`config.mk`:
```
export PLATFORM = sky130hd
export DESIGN_NAME = nfs_feature_status
export DESIGN_NICKNAME = d
export VERILOG_FILES = /design/src/hw/nfs_pkg.sv /design/src/hw/nfs_corr_status.sv /design/src/hw/nfs_feature_status.sv
export VERILOG_INCLUDE_DIRS = /design/src /design/src/hw
export SDC_FILE = /design/constraint.sdc
export NUM_CORES = 1
export LEC_CHECK = 0
export BUFFER_PORTS_ARGS = -buffer_cell sky130_fd_sc_hd__clkbuf_2
export CORE_AREA = 2 2 67 69
export DETAILED_ROUTE_END_ITERATION = 7
export DIE_AREA = 0 0 69 71
export PLACE_DENSITY_LB_ADDON = 0.05
export SYNTH_ARGS = -nofsm -noshare
export SYNTH_HDL_FRONTEND = slang
export SYNTH_SLANG_ARGS = --single-unit
export TNS_END_PERCENT = 20
```
`constraint.sdc`:
```
create_clock -name clk -period 1.4 [get_ports clk]
set_clock_uncertainty 0.05 [all_clocks]
set_input_delay 0.28 -clock clk [delete_from_list [all_inputs] [get_ports clk]]
set_output_delay 0.28 -clock clk [all_outputs]
set_load 0.01 [all_outputs]
```
`src/hw/nfs_feature_regs.svh`:
```
`ifndef NFS_FEATURE_REGS_SVH
`define NFS_FEATURE_REGS_SVH
// ---------------------------------------------
// feature addresses
// ---------------------------------------------
`define NFS_ADDR_PROT 8'hA0
`define NFS_ADDR_FEAT 8'hB0
`define NFS_ADDR_PRIMARY 8'hC0
`define NFS_ADDR_DRIVE 8'hD0
`define NFS_ADDR_EXTENDED 8'hF0
// ---------------------------------------------
// field positions
// ---------------------------------------------
`define NFS_FEAT_AREA_LOCK 7
`define NFS_FEAT_AREA_SEL 6
`define NFS_FEAT_CORR_EN 4
`define NFS_FEAT_QUAD 0
`define NFS_ST_SUM_LSB 4
`define NFS_ST_PFAIL 3
`define NFS_ST_EFAIL 2
`define NFS_ST_WPL 1
`define NFS_ST_RUN 0
`define NFS_DRV_LSB 5
`define NFS_EX_CNT_LSB 4
`define NFS_EX_LOCKED 3
`define NFS_EX_CACHE 0
// ---------------------------------------------
// reset values and writable masks
// ---------------------------------------------
`define NFS_PROT_RST 8'h38
`define NFS_PROT_MASK 8'hBE
`define NFS_FEAT_RST 8'h10
`define NFS_FEAT_MASK 8'hD1
`define NFS_DRV_RST 2'h0
`endif

```
`src/hw/nfs_pkg.sv`:
```
package nfs_pkg;
  // array operation in progress
  typedef enum logic [2:0] {
    NFS_OP_IDLE,
    NFS_OP_READ,
    NFS_OP_PROG,
    NFS_OP_ERASE,
    NFS_OP_RESET,
    NFS_OP_BOOT
  } nfs_op_t;
  // correction summary codes, in code order
  typedef enum logic [1:0] {
    NFS_CORR_NONE,
    NFS_CORR_FIXED,
    NFS_CORR_FAIL,
    NFS_CORR_RSVD
  } nfs_corr_t;
endpackage
```
`src/hw/nfs_corr_status.sv`:
```
`timescale 1ns/1ps
`default_nettype none
module nfs_corr_status
  import nfs_pkg::*;
(
  // clock and reset
  input wire logic clk,
  input wire logic rst,
  // control
  input wire logic clear,
  input wire logic load,
  // read result
  input wire logic [1:0] sum_in,
  input wire logic [1:0] cnt_in,
  // stored fields
  output logic [1:0] summary,
  output logic [1:0] count
);
  logic [1:0] next_summary;
  logic [1:0] next_count;

  // ---------------------------------------------
  // field update
  // ---------------------------------------------
  // load wins over clear so a result is never lost
  always_comb begin
    next_summary = summary;
    next_count = count;
    if (clear) begin
      next_summary = 2'h0;
      next_count = 2'h0;
    end
    if (load) begin
      next_summary = sum_in;
      next_count = (nfs_corr_t'(sum_in) == NFS_CORR_FIXED) ? cnt_in : 2'h0;
    end
  end

  // registers
  always_ff @(posedge clk) begin
    if (rst) begin
      summary <= 2'h0;
      count <= 2'h0;
    end else begin
      summary <= next_summary;
      count <= next_count;
    end
  end
endmodule
`default_nettype wire

```
`src/hw/nfs_feature_status.sv`:
```
`timescale 1ns/1ps
`default_nettype none
`include "nfs_feature_regs.svh"
module nfs_feature_status
  import nfs_pkg::*;
(
  // clock and reset
  input wire logic clk,
  input wire logic rst,
  // feature access
  input wire logic feat_wr,
  input wire logic feat_rd,
  input wire logic [7:0] feat_addr,
  input wire logic [7:0] feat_wdata,
  output logic [7:0] feat_rdata,
  output logic feat_rvalid,
  // decoded commands
  input wire logic cmd_wr_enable,
  input wire logic cmd_wr_disable,
  input wire logic cmd_soft_reset,
  input wire logic cmd_por,
  input wire logic quad_req,
  // operation starts and end
  input wire logic op_read,
  input wire logic op_program,
  input wire logic op_erase,
  input wire logic op_done,
  // array results
  input wire logic res_corr_valid,
  input wire logic [1:0] res_corr_summary,
  input wire logic [1:0] res_corr_count,
  input wire logic res_prog_fail,
  input wire logic res_erase_fail,
  input wire logic target_locked,
  input wire logic block_locked_in,
  input wire logic cache_busy,
  // controls to the core
  output logic ecc_enable,
  output logic quad_io_permit,
  output logic quad_grant,
  output logic area_route,
  output logic one_time_area_lock,
  output logic [1:0] output_drive_level,
  output logic [7:0] protect_bits,
  // status
  output logic operation_running,
  output logic write_permit_latch,
  output logic cache_occupied,
  output logic selected_block_locked
);
  // feature and status state
  logic [7:0] prot;
  logic [7:0] feat;
  logic [1:0] drive;
  logic wpl;
  logic pfail;
  logic efail;
  logic running;
  nfs_op_t op_state;
  logic [7:0] next_prot;
  logic [7:0] next_feat;
  logic [1:0] next_drive;
  logic next_wpl;
  logic next_pfail;
  logic next_efail;
  nfs_op_t next_op_state;
  logic corr_clear;
  logic corr_load;
  logic [1:0] corr_summary;
  logic [1:0] corr_count;
  logic prog_blocked;
  // read port and mirrors
  logic [7:0] next_rdata;
  logic [7:0] rdata;
  logic rvalid;
  logic qgrant;
  logic aroute;
  logic cache_q;
  logic locked_q;

  // ---------------------------------------------
  // correction status fields
  // ---------------------------------------------
  nfs_corr_status u_corr (
    .clk(clk),
    .rst(rst),
    .clear(corr_clear),
    .load(corr_load),
    .sum_in(res_corr_summary),
    .cnt_in(res_corr_count),
    .summary(corr_summary),
    .count(corr_count)
  );

  // protected program target, area already locked included
  assign prog_blocked = target_locked |
                        (feat[`NFS_FEAT_AREA_SEL] & feat[`NFS_FEAT_AREA_LOCK]);

  // ---------------------------------------------
  // next feature, status and operation state
  // ---------------------------------------------
  always_comb begin
    next_prot = prot;
    next_feat = feat;
    next_drive = drive;
    next_wpl = wpl;
    next_pfail = pfail;
    next_efail = efail;
    next_op_state = op_state;
    corr_clear = 1'b0;
    corr_load = 1'b0;
    if (feat_wr) begin
      case (feat_addr)
        `NFS_ADDR_PROT: next_prot = feat_wdata & `NFS_PROT_MASK;
        `NFS_ADDR_FEAT: next_feat = feat_wdata & `NFS_FEAT_MASK;
        `NFS_ADDR_DRIVE: next_drive = feat_wdata[`NFS_DRV_LSB +: 2];
        default: ;
      endcase
    end
    if (cmd_wr_disable) begin
      next_wpl = 1'b0;
    end
    if (cmd_wr_enable) begin
      next_wpl = 1'b1;
    end
    unique case (op_state)
      NFS_OP_IDLE: begin
        if (op_read) begin
          corr_clear = 1'b1;
          next_op_state = NFS_OP_READ;
        end else if (op_program && wpl) begin
          if (prog_blocked) begin
            next_pfail = 1'b1;
          end else begin
            next_pfail = 1'b0;
            next_op_state = NFS_OP_PROG;
          end
        end else if (op_erase && wpl) begin
          if (target_locked) begin
            next_efail = 1'b1;
          end else begin
            next_efail = 1'b0;
            next_op_state = NFS_OP_ERASE;
          end
        end
      end
      NFS_OP_READ: begin
        if (op_done) begin
          // no update while correction is off
          corr_load = res_corr_valid & feat[`NFS_FEAT_CORR_EN];
          next_op_state = NFS_OP_IDLE;
        end
      end
      NFS_OP_PROG: begin
        if (op_done) begin
          next_pfail = res_prog_fail;
          next_op_state = NFS_OP_IDLE;
        end
      end
      NFS_OP_ERASE: begin
        if (op_done) begin
          next_efail = res_erase_fail;
          next_op_state = NFS_OP_IDLE;
        end
      end
      NFS_OP_RESET: begin
        if (op_done) begin
          next_op_state = NFS_OP_IDLE;
        end
      end
      NFS_OP_BOOT: begin
        if (op_done) begin
          corr_load = res_corr_valid & feat[`NFS_FEAT_CORR_EN];
          next_op_state = NFS_OP_IDLE;
        end
      end
    endcase
    // soft reset aborts and clears volatile status
    if (cmd_soft_reset || cmd_por) begin
      next_pfail = 1'b0;
      next_efail = 1'b0;
      next_wpl = 1'b0;
      corr_clear = 1'b1;
      corr_load = 1'b0;
      next_op_state = NFS_OP_RESET;
    end
    // power-on reset restores power-up features
    if (cmd_por) begin
      next_prot = `NFS_PROT_RST;
      next_feat = `NFS_FEAT_RST;
      next_drive = `NFS_DRV_RST;
      next_op_state = NFS_OP_BOOT;
    end
  end

  // ---------------------------------------------
  // feature and status registers
  // ---------------------------------------------
  always_ff @(posedge clk) begin
    if (rst) begin
      prot <= `NFS_PROT_RST;
      feat <= `NFS_FEAT_RST;
      drive <= `NFS_DRV_RST;
      wpl <= 1'b0;
      pfail <= 1'b0;
      efail <= 1'b0;
      op_state <= NFS_OP_BOOT;
      running <= 1'b1;
    end else begin
      prot <= next_prot;
      feat <= next_feat;
      drive <= next_drive;
      wpl <= next_wpl;
      pfail <= next_pfail;
      efail <= next_efail;
      op_state <= next_op_state;
      running <= (next_op_state != NFS_OP_IDLE);
    end
  end

  // ---------------------------------------------
  // read data mux
  // ---------------------------------------------
  always_comb begin
    next_rdata = 8'h00;
    case (feat_addr)
      `NFS_ADDR_PROT: next_rdata = prot;
      `NFS_ADDR_FEAT: next_rdata = feat;
      `NFS_ADDR_PRIMARY: begin
        next_rdata[`NFS_ST_SUM_LSB +: 2] = corr_summary;
        next_rdata[`NFS_ST_PFAIL] = pfail;
        next_rdata[`NFS_ST_EFAIL] = efail;
        next_rdata[`NFS_ST_WPL] = wpl;
        next_rdata[`NFS_ST_RUN] = running;
      end
      `NFS_ADDR_DRIVE: next_rdata[`NFS_DRV_LSB +: 2] = drive;
      `NFS_ADDR_EXTENDED: begin
        next_rdata[`NFS_EX_CNT_LSB +: 2] = corr_count;
        next_rdata[`NFS_EX_LOCKED] = locked_q;
        next_rdata[`NFS_EX_CACHE] = cache_q;
      end
      default: next_rdata = 8'h00;
    endcase
  end

  // read port and core-facing mirrors
  always_ff @(posedge clk) begin
    if (rst) begin
      rdata <= 8'h00;
      rvalid <= 1'b0;
      qgrant <= 1'b0;
      aroute <= 1'b0;
      cache_q <= 1'b0;
      locked_q <= 1'b1;
    end else begin
      rvalid <= feat_rd;
      if (feat_rd) begin
        rdata <= next_rdata;
      end
      qgrant <= quad_req & feat[`NFS_FEAT_QUAD];
      // area routing while select and unlocked
      aroute <= feat[`NFS_FEAT_AREA_SEL] & ~feat[`NFS_FEAT_AREA_LOCK];
      cache_q <= cache_busy;
      locked_q <= block_locked_in;
    end
  end

  // outputs straight from registers
  assign feat_rdata = rdata;
  assign feat_rvalid = rvalid;
  assign ecc_enable = feat[`NFS_FEAT_CORR_EN];
  assign quad_io_permit = feat[`NFS_FEAT_QUAD];
  assign quad_grant = qgrant;
  assign area_route = aroute;
  assign one_time_area_lock = feat[`NFS_FEAT_AREA_LOCK];
  assign output_drive_level = drive;
  assign protect_bits = prot;
  assign operation_running = running;
  assign write_permit_latch = wpl;
  assign cache_occupied = cache_q;
  assign selected_block_locked = locked_q;

  // ---------------------------------------------
  // checks
  // ---------------------------------------------
  a_read_answer: assert property (@(posedge clk) disable iff (rst)
    feat_rd |=> feat_rvalid ##1 !feat_rvalid || $past(feat_rd))
    else $error("read answer missing");
  a_drive_write: assert property (@(posedge clk) disable iff (rst)
    feat_wr && feat_addr == `NFS_ADDR_DRIVE && !cmd_por
    |=> output_drive_level == $past(feat_wdata[6:5]))
    else $error("drive level not written");
  a_latch_set: assert property (@(posedge clk) disable iff (rst)
    cmd_wr_enable && !cmd_soft_reset && !cmd_por |=> write_permit_latch)
    else $error("write latch not set");
  a_latch_clear: assert property (@(posedge clk) disable iff (rst)
    cmd_wr_disable && !cmd_wr_enable |=> !write_permit_latch)
    else $error("write latch not cleared");
  a_read_busy: assert property (@(posedge clk) disable iff (rst)
    op_state == NFS_OP_IDLE && op_read |=> operation_running && corr_summary == 2'h0)
    else $error("read start not busy or not cleared");
  a_done_ready: assert property (@(posedge clk) disable iff (rst)
    op_state != NFS_OP_IDLE && op_done && !cmd_soft_reset && !cmd_por
    |=> !operation_running)
    else $error("still busy after done");
  a_prog_locked: assert property (@(posedge clk) disable iff (rst)
    op_state == NFS_OP_IDLE && op_program && !op_read && write_permit_latch
    && target_locked && !cmd_soft_reset && !cmd_por |=> pfail && !operation_running)
    else $error("locked program not flagged");
  a_erase_start: assert property (@(posedge clk) disable iff (rst)
    op_state == NFS_OP_IDLE && op_erase && !op_read && !op_program
    && write_permit_latch && !target_locked && !cmd_soft_reset && !cmd_por
    |=> !efail && operation_running)
    else $error("erase start wrong");
  a_soft_keep: assert property (@(posedge clk) disable iff (rst)
    cmd_soft_reset && !cmd_por && !feat_wr
    |=> $stable(ecc_enable) && $stable(output_drive_level) && !pfail && !efail)
    else $error("soft reset changed features");
  a_reserved_zero: assert property (@(posedge clk) disable iff (rst)
    feat_rvalid && $past(feat_addr) == `NFS_ADDR_PRIMARY |-> feat_rdata[7:6] == 2'h0)
    else $error("reserved status bits set");
endmodule
`default_nettype wire

```
==> results.yml, run 1 <==
critical_path:
  start_kind: "flop"
  cp-endpoint: "operation_running"
  r2r-start: "op_state[1]"
  critPathKind: "reg2reg"
  r2r-end: "operation_running"
  crit_path_max_fanout: 6
  crit_start: "op_state[1]"
  required_ns: 1.50
  end_kind: "flop"
  reg2reg_depth: 4
  cp.arrival_ns: 1.59
  rrSetupSlack_ns: -0.09
cts:
  cts-root-buf: "clkbuf_8"
  worstSkewPairLatency_ns: 0.28
  tritoncts: "built"
  clockBufferDepth: 2
  htreeDepth: 2
  cts_hold_buf: 0
  cts_made_buffers: 5
  cts_sinks: 36
  clkSlewWorstSetupHoldPaths_ns: 0.07
routing:
  drt_wl_total_um: 4970
  via_per_inst: 5.19
  dr.pass1.iters: 4
  wire_per_inst_um: 13.8
  vias: 1862
  dr.first_iter.drc_count: 90
  drc: 0
  ant_nets: 0
sta:
  hold_viol_final: 0
  hold_ws_ns: 0.130
  rsz0062_at_grt: "true"
  setup_viol: 6
  period_minus_slack_ns: 1.49
  post-route-period-util_pct: 106
  drv_slew: 0
  setup_ws_ns: -0.0873
  timing.fmax_mhz: 672
power:
  p_sw_share_pct: 24.5
  p_total_w: 0.00200
  powerDensity_nw_per_um2: 778
  peakVddDrop_v: 0.000548
  power_frac_comb_pct: 13.6
  seqPwrFrac_pct: 52.1
  internal_power_w: 0.00151
  p_leak_nw: 1.15
  p_sw_w: 0.000488
  p_clk_share_pct: 34.3
placed_design:
  routabilityCongestion: 0.815
  port-buffer-count: 64
  post_dp_cell_area_um2: 2390
  place_ws_ns: -0.230
  dp_hpwl_um: 3910
global_routing:
  grt_overflow: 0
  grt_usage_pct: 20.4
  grt_pass1_wl_um: 8010
  first_global_vias: 1718
  antenna_found_initial: 0
  grt_max_degree: 20
run_status:
  outcome: "finished with violations"
  violations: "setup timing"
synth:
  syn_area_per_cell_um2: 8.47
  synth_top_area_share_pct: 41.3
  synthTopCellsByCount: "dfxtp_1 (36), nand2_1 (22), nand3_1 (19)"
  netlist_area_um2: 1750
  synth_top_cell_by_area: "dfxtp_1"
  async_flop_share_pct: 0
  yosys-top-cells-area: "dfxtp_1 (41%), nand3_1 (5.4%), nand2_1 (4.7%)"
  yosysSeqAreaShare_pct: 41.3
  synth-seq-cells: 36
  yosysWarnings: 0
  synth_ff_type: "dfxtp_1"
  synth.distinct_cells: 53
  synth_cells: 206
  yosysMostFrequentCell: "dfxtp_1"
  synth_edf_count: 0
floorplanning:
  die_area_um2: 4900
  num_io_pins: 67
  fp.dieW_um: 69
  initial_core_util_pct: 41.5
  num_rows: 24
  die_h_um: 71
  core_um2: 4200
layout:
  layout-drive-gt1-share_pct: 45.0
  post-route-util_pct: 61.0
  diodes: 0
  fin_area_um2: 2560
  area_growth_pct: 46.9
  fill_cells: 402
  nets: 346
hold_path:
  hold_class: "in2reg"
flow_run:
  max_cap_viol_count: 0
-- how the worst min path moves through the flow --
stage               slack [ns]             from               endpoint  cells after the start
floorplan                 0.33  block_locked_in  selected_block_locked                      1
global placement          0.41    feat_rdata[2]          feat_rdata[2]                      2
detailed placement        0.41  u_corr.count[0]        u_corr.count[0]                      2
CTS                       0.12  block_locked_in  selected_block_locked                      2
global route              0.14  block_locked_in  selected_block_locked                      2
finish                    0.13  block_locked_in  selected_block_locked                      2
-- layout by cell type (no fill, tap or decap), types with 5 or more instances in the layout --
cell      instances
buf_4            41
mux2i_1           5
dfxtp_2           5
nand4_1           5
o21ai_0           9
a21oi_1          15
nor2b_1           8
clkbuf_2         64
dfxtp_1          30
nor2_1            9
nand2_1          22
nand3_1          18
clkbuf_8          5
-- critical path, stage by stage (launching register included) --
cell	delay, ns
dfxtp_4	0.37
nor3_2	0.24
a21o_1	0.11
a311o_1	0.17
or4b_1	0.42
-- power by group through the flow --
stage          clock (W)  combinational (W)  sequential [W]
2_1_floorplan          0           0.000108         0.00106
3_3_place_gp           0           0.000253         0.00106
3_5_place_dp           0           0.000254         0.00106
4_1_cts         0.000714           0.000265         0.00104
5_1_grt         0.000761           0.000298         0.00104
6_report        0.000684           0.000271         0.00104
-- logic make-up (layout without fill, tap and decap cells) --
group	count (synthesis)	in the layout	share of synthesized area (%)
DFF	36	36	41.3
buffers and inverters	18	118	4.66
other	1	2	0.215
and+or+nand+nor	97	97	31.9
muxes	7	7	4.16
AOI/OAI and AO/OA	47	47	17.8
-- final cells by class --
class,count,area [um2],area share [%]
Inverter,4,15.0,0.586
Tap cell,52,65.1,2.54
Timing Repair Buffer,107,659,25.7
Clock buffer,5,68.8,2.68
Clock inverter,2,12.5,0.488
Sequential cell,36,731,28.5
Multi-Input combinational cell,153,1010,39.5
-- registers in the layout (all words and copies together) (netlist names) --
| signal | cells |
|---|---|
| area_route | 1 |
| cache_occupied | 1 |
| efail | 1 |
| feat | 4 |
| feat_rdata | 8 |
| feat_rvalid | 1 |
| op_state | 3 |
| operation_running | 1 |
| output_drive_level | 2 |
| pfail | 1 |
| protect_bits | 6 |
| quad_grant | 1 |
| selected_block_locked | 1 |
| u_corr.count | 2 |
| u_corr.summary | 2 |
| write_permit_latch | 1 |
-- through the flow --
stage / instances / setup TNS [ns]
after floorplan: 207 / -0.346
final: 359 / -0.216
after global placement: 350 / -0.875
after CTS: 359 / -0.297
after detailed placement: 350 / -1.09
after global routing: 359 / -0.917
-- per-layer routing --
layer | track usage (%) | wire (um)
met1 | 26.4 | 2270
met2 | 34.1 | 2400
met3 | 4.70 | 236
met4 | 5.88 | 70
met5 | 0 | 0
-- repair_timing --
item                                    CTS  global route
resized for setup                        12             4
pin swaps                                 7             2
endpoints found under the setup margin    7             8
buffers inserted                          2             0
Note: power is estimated with default switching activity, not from simulation.
==> run 2: changes to the inputs <==
--- a/config.mk
+++ b/config.mk
@@ -8,9 +8,10 @@
 export LEC_CHECK = 0
 export BUFFER_PORTS_ARGS = -buffer_cell sky130_fd_sc_hd__clkbuf_2
 export CORE_AREA = 2 2 67 69
+export CTS_CLUSTER_DIAMETER = 100
 export DETAILED_ROUTE_END_ITERATION = 7
 export DIE_AREA = 0 0 69 71
-export PLACE_DENSITY_LB_ADDON = 0.05
+export PLACE_DENSITY = 0.73
 export SYNTH_ARGS = -nofsm -noshare
 export SYNTH_HDL_FRONTEND = slang
 export SYNTH_SLANG_ARGS = --single-unit
==> run 2 against run 1 <==
- the run still ends with setup timing left
- register-to-register slack about the same
- utilization decreased by 0.95 points
- highest routed layer unchanged
- first-iteration DRC count increased by 24%
- non-clock buffer count decreased by 5
- sequential power about the same
- maximum frequency decreased by 0.26%
- power increased by 9.9%
- cell count decreased by 1.1%
- worst setup slack got worse by 0.0039 ns
- combinational power decreased by 7.7%
==> results.yml, run 2 (synthesis gave the netlist of run 1 again) <==
global_routing:
  grt_overflow: 0
  grt_max_degree: 20
  antenna_found_initial: 0
  grt_usage_pct: 20.4
  grt_pass1_wl_um: 8120
  first_global_vias: 1767
routing:
  dr.first_iter.drc_count: 112
  via_per_inst: 5.35
  dr.pass1.iters: 4
  drt_wl_total_um: 4960
  ant_nets: 0
  wire_per_inst_um: 14.0
  drc: 0
  vias: 1899
critical_path:
  path_buf_inv: 1
  cp.arrival_ns: 1.61
  critical_path.slowest_cell: "or4b_1"
  critPathTopFamily: "simple AND/OR/NAND/NOR gates"
  required_ns: 1.51
  max_stage_delay_ns: 0.42
  crit_path_max_fanout: 7
  start_kind: "flop"
  critPathKind: "reg2reg"
  cp_cell_sequence: "buf_4 > a211oi_1 > a311o_1 > or4b_1"
  end_kind: "flop"
floorplanning:
  num_io_pins: 67
  initial_core_util_pct: 41.5
  die_h_um: 71
  die_area_um2: 4900
  num_rows: 24
  core_um2: 4200
  fp.dieW_um: 69
cts:
  clkSlewWorstSetupHoldPaths_ns: 0.08
  cts_hold_buf: 0
  cts_made_buffers: 5
  htreeDepth: 2
  clockBufferDepth: 2
  worstSkewPairLatency_ns: 0.28
  cts-root-buf: "clkbuf_8"
  tritoncts: "built"
  cts_sinks: 36
layout:
  layout-drive-gt1-share_pct: 43.6
  multi_input_area_um2: 993
  fill_cells: 385
  layout_common_cells: "clkbuf_2 (64), buf_4 (38), dfxtp_1 (30)"
  largest_register_ff_count: 8
  post-route-util_pct: 60.0
  diodes: 0
  nets: 341
  final_common_cell: "clkbuf_2"
  ff_latch_area_um2: 733
  area_growth_pct: 44.6
  fin_area_um2: 2520
placed_design:
  port-buffer-count: 64
  post_dp_cell_area_um2: 2340
  dp_hpwl_um: 3820
  routabilityCongestion: 0.898
flow_run:
  max_cap_viol_count: 0
power:
  power_frac_comb_pct: 11.4
  seqPwrFrac_pct: 47.4
  p_sw_share_pct: 23.3
  peakVddDrop_v: 0.000460
  internal_power_w: 0.00168
  p_total_w: 0.00219
  p_clk_share_pct: 41.2
  powerDensity_nw_per_um2: 869
  p_sw_w: 0.000512
  p_leak_nw: 1.14
sta:
  hold_viol_final: 0
  timing.fmax_mhz: 671
  rsz0062_at_grt: "true"
  setup_ws_ns: -0.0912
  period_minus_slack_ns: 1.49
  post-route-period-util_pct: 107
  setup_viol: 7
  fin_setup_tns_ns: -0.327
  drv_slew: 0
hold_path:
  hold_class: "in2reg"
run_status:
  violations: "setup timing"
  outcome: "finished with violations"
-- run 2: repair_timing --
action | 4_1_cts | 5_1_grt
resized for setup | 12 | 4
endpoints found under the setup margin | 7 | 8
buffers inserted | 2 | 0
pin swaps | 9 | 1
-- run 2: worst paths after layout --
| kind | from | to | slack, ns | depth (start not counted) |
|---|---|---|---|---|
| worst max-delay path | op_state[1] | operation_running | -0.09 | 4 |
| worst min-delay path | block_locked_in | selected_block_locked | 0.12 | 2 |
| worst max register to register | op_state[1] | operation_running | -0.09 | 4 |
| worst min register to register | u_corr.count[1] | u_corr.count[1] | 0.42 | 2 |
-- run 2: final cells by class --
type | count | share of cell area (%)
flip-flops and latches | 36 | 29.1
inverters | 4 | 0.595
clock inverters | 3 | 1.69
well taps | 52 | 2.58
multi-input cells | 153 | 39.4
repair buffers | 102 | 24.0
clock buffers | 5 | 2.73
-- run 2: worst register-to-register path: cells and delay by family, from the launching register on --
family	cells	cell delay, ns
buf+inv	1	0.17
compound gates	2	0.38
simple gates	1	0.42
flops	1	0.35
-- run 2: stage by stage --
step,std cells,setup WS (ns),hold slack (ns)
finish,355,-0.0912,0.120
global route,355,-0.138,0.121
CTS,355,-0.0645,0.117
detailed placement,345,-0.233,0.409
global placement,345,-0.222,0.403
floorplan,207,-0.122,0.334
-- run 2: power groups by stage --
| stage | combinational [W] | clock, W | sequential (W) |
|---|---|---|---|
| after floorplan | 0.000108 | 0 | 0.00106 |
| after global placement | 0.000236 | 0 | 0.00106 |
| after detailed placement | 0.000240 | 0 | 0.00106 |
| final | 0.000250 | 0.000903 | 0.00104 |
| after global routing | 0.000275 | 0.000959 | 0.00104 |
| after CTS | 0.000246 | 0.000913 | 0.00104 |
-- run 2: routing by layer --
| metal | wire length, um | vias up | share of wire [%] | GRT usage, % |
|---|---|---|---|---|
| met2 | 2350 | 54 | 48 | 33.7 |
| met3 | 221 | 12 | 4.5 | 4.42 |
| met4 | 119 | 0 | 2.4 | 8.71 |
| met1 | 2260 | 884 | 46 | 25.8 |
| met5 | 0 | - | 0 | 0 |
| li1 | - | 949 | - | - |
==> run 3: changes to the inputs <==
--- a/config.mk
+++ b/config.mk
@@ -7,11 +7,14 @@
 export NUM_CORES = 1
 export LEC_CHECK = 0
 export BUFFER_PORTS_ARGS = -buffer_cell sky130_fd_sc_hd__clkbuf_2
-export CORE_AREA = 2 2 67 69
+export CELL_PAD_IN_SITES_DETAIL_PLACEMENT = 0
+export CELL_PAD_IN_SITES_GLOBAL_PLACEMENT = 1
+export CORE_AREA = 2 2 79 81
 export CTS_CLUSTER_DIAMETER = 100
 export DETAILED_ROUTE_END_ITERATION = 7
-export DIE_AREA = 0 0 69 71
-export PLACE_DENSITY = 0.73
+export DIE_AREA = 0 0 81 83
+export PLACE_DENSITY = 0.83
+export SETUP_SLACK_MARGIN = 0.05
 export SYNTH_ARGS = -nofsm -noshare
 export SYNTH_HDL_FRONTEND = slang
 export SYNTH_SLANG_ARGS = --single-unit
==> run 3 against run 2 <==
- the run still ends with setup timing left
- worst setup slack gained 0.0048 ns
- combinational power grew 7%
- sequential share of layout area shrank 0.72 points
- utilization shrank 15 points
- die area grew 37%
- largest power group unchanged
- largest cell class unchanged
==> results.yml, run 3 (synthesis gave the netlist of run 1 again) <==
run_status:
  outcome: "finished with violations"
  violations: "setup timing"
sta:
  timing.fmax_mhz: 673
  period_minus_slack_ns: 1.49
  post-route-period-util_pct: 106
  hold_viol_final: 0
  drv_slew: 0
  hold_ws_ns: 0.116
  rsz0062_at_grt: "true"
  setup_ws_ns: -0.0864
  setup_viol: 7
critical_path:
  required_ns: 1.58
  start_kind: "flop"
  rrSetupSlack_ns: -0.09
  critPathKind: "reg2reg"
  crit_path_max_fanout: 8
  reg2reg_depth: 4
  r2r-start: "op_state[0]"
  cp.arrival_ns: 1.67
  r2r-end: "efail"
  end_kind: "flop"
cts:
  worstSkewPairLatency_ns: 0.29
  cts-root-buf: "clkbuf_8"
  cts_made_buffers: 5
  clkSlewWorstSetupHoldPaths_ns: 0.08
  clockBufferDepth: 2
  htreeDepth: 2
  tritoncts: "built"
  cts_hold_buf: 0
  cts_sinks: 36
layout:
  largest_register_ff_count: 8
  nets: 344
  layout_common_cells: "clkbuf_2 (64), buf_4 (41), dfxtp_1 (30)"
  layout-drive-gt1-share_pct: 45.1
  final_common_cell: "clkbuf_2"
  diodes: 0
  area_growth_pct: 48.7
  post-route-util_pct: 44.6
  instances_no_fill: 381
power:
  powerDensity_nw_per_um2: 862
  p_clk_share_pct: 41.7
  peakVddDrop_v: 0.000392
  power_frac_comb_pct: 11.9
  p_sw_w: 0.000538
  internal_power_w: 0.00170
  p_leak_nw: 1.15
  seqPwrFrac_pct: 46.4
  p_sw_share_pct: 24.0
routing:
  drc: 0
  wire_per_inst_um: 13.8
  dr.first_iter.drc_count: 63
  drt_wl_total_um: 5260
  vias: 1870
  ant_nets: 0
  via_per_inst: 4.91
  dr.pass1.iters: 4
hold_path:
  holdCritStartpoint: "block_locked_in"
  min_to: "selected_block_locked"
  hold_depth: 2
  hold_class: "in2reg"
placed_design:
  routabilityCongestion: 0.839
  place_ws_ns: -0.250
  dp.cells: 369
  dp_hpwl_um: 4160
  port-buffer-count: 64
floorplanning:
  num_io_pins: 67
  die_area_um2: 6720
  initial_core_util_pct: 30.0
  num_rows: 28
  fp.dieW_um: 81
  core_um2: 5820
  die_h_um: 83
global_routing:
  grt_max_degree: 20
  grt_usage_pct: 16.4
  grt_pass1_wl_um: 8630
  antenna_found_initial: 0
  first_global_vias: 1891
  grt_overflow: 0
flow_run:
  max_cap_viol_count: 0
==> run 3: worst max-delay path, stage by stage, from the launching register on <==
cell and delay (ns):
dfxtp_4 0.38, or2_1 0.23, o31a_1 0.26, or3_4 0.37, a21oi_2 0.13
==> run 3: worst max-delay path by stage <==
stage,from,to,slack (ns)
after global routing,write_permit_latch,operation_running,-0.15
after CTS,feat[6],operation_running,-0.08
after detailed placement,cmd_por,operation_running,-0.25
final,op_state[0],efail,-0.09
after global placement,cmd_por,operation_running,-0.23
after floorplan,cmd_soft_reset,operation_running,-0.12
==> run 3: metrics by stage <==
stage	setup TNS, ns	cell area [um2]	total power [W]
floorplan	-0.346	1770	0.00117
global placement	-1.43	2380	0.00131
detailed placement	-2.13	2380	0.00132
CTS	-0.297	2550	0.00226
global route	-0.697	2600	0.00234
finish	-0.265	2600	0.00224
==> run 3: cell type report <==
type	instances	area, um2
Sequential cell	36	736
Tap cell	75	93.8
Clock inverter	3	46.3
Inverter	4	15.0
Fill cell	612	3220
Clock buffer	5	68.8
Timing Repair Buffer	105	628
Multi-Input combinational cell	153	1010
==> run 3: routing by layer <==
metal	part of all wire, %	GRT usage, %
met5	0	0
met3	4.6	3.59
met4	1.0	5.70
met1	43	20.1
met2	51	27.7
==> run 3: repair_timing <==
item,CTS,global route
gates cloned,0,0
resized for setup,12,8
pin swaps,11,2
setup buffers,3,1
setup endpoints to repair,8,9
==> run 3: power by group through the flow <==
| stage | Sequential, W | Combinational, W | Clock (W) |
|---|---|---|---|
| 2_1_floorplan | 0.00106 | 0.000108 | 0 |
| 3_3_place_gp | 0.00107 | 0.000248 | 0 |
| 3_5_place_dp | 0.00107 | 0.000250 | 0 |
| 4_1_cts | 0.00104 | 0.000261 | 0.000957 |
| 5_1_grt | 0.00104 | 0.000295 | 0.00100 |
| 6_report | 0.00104 | 0.000267 | 0.000933 |
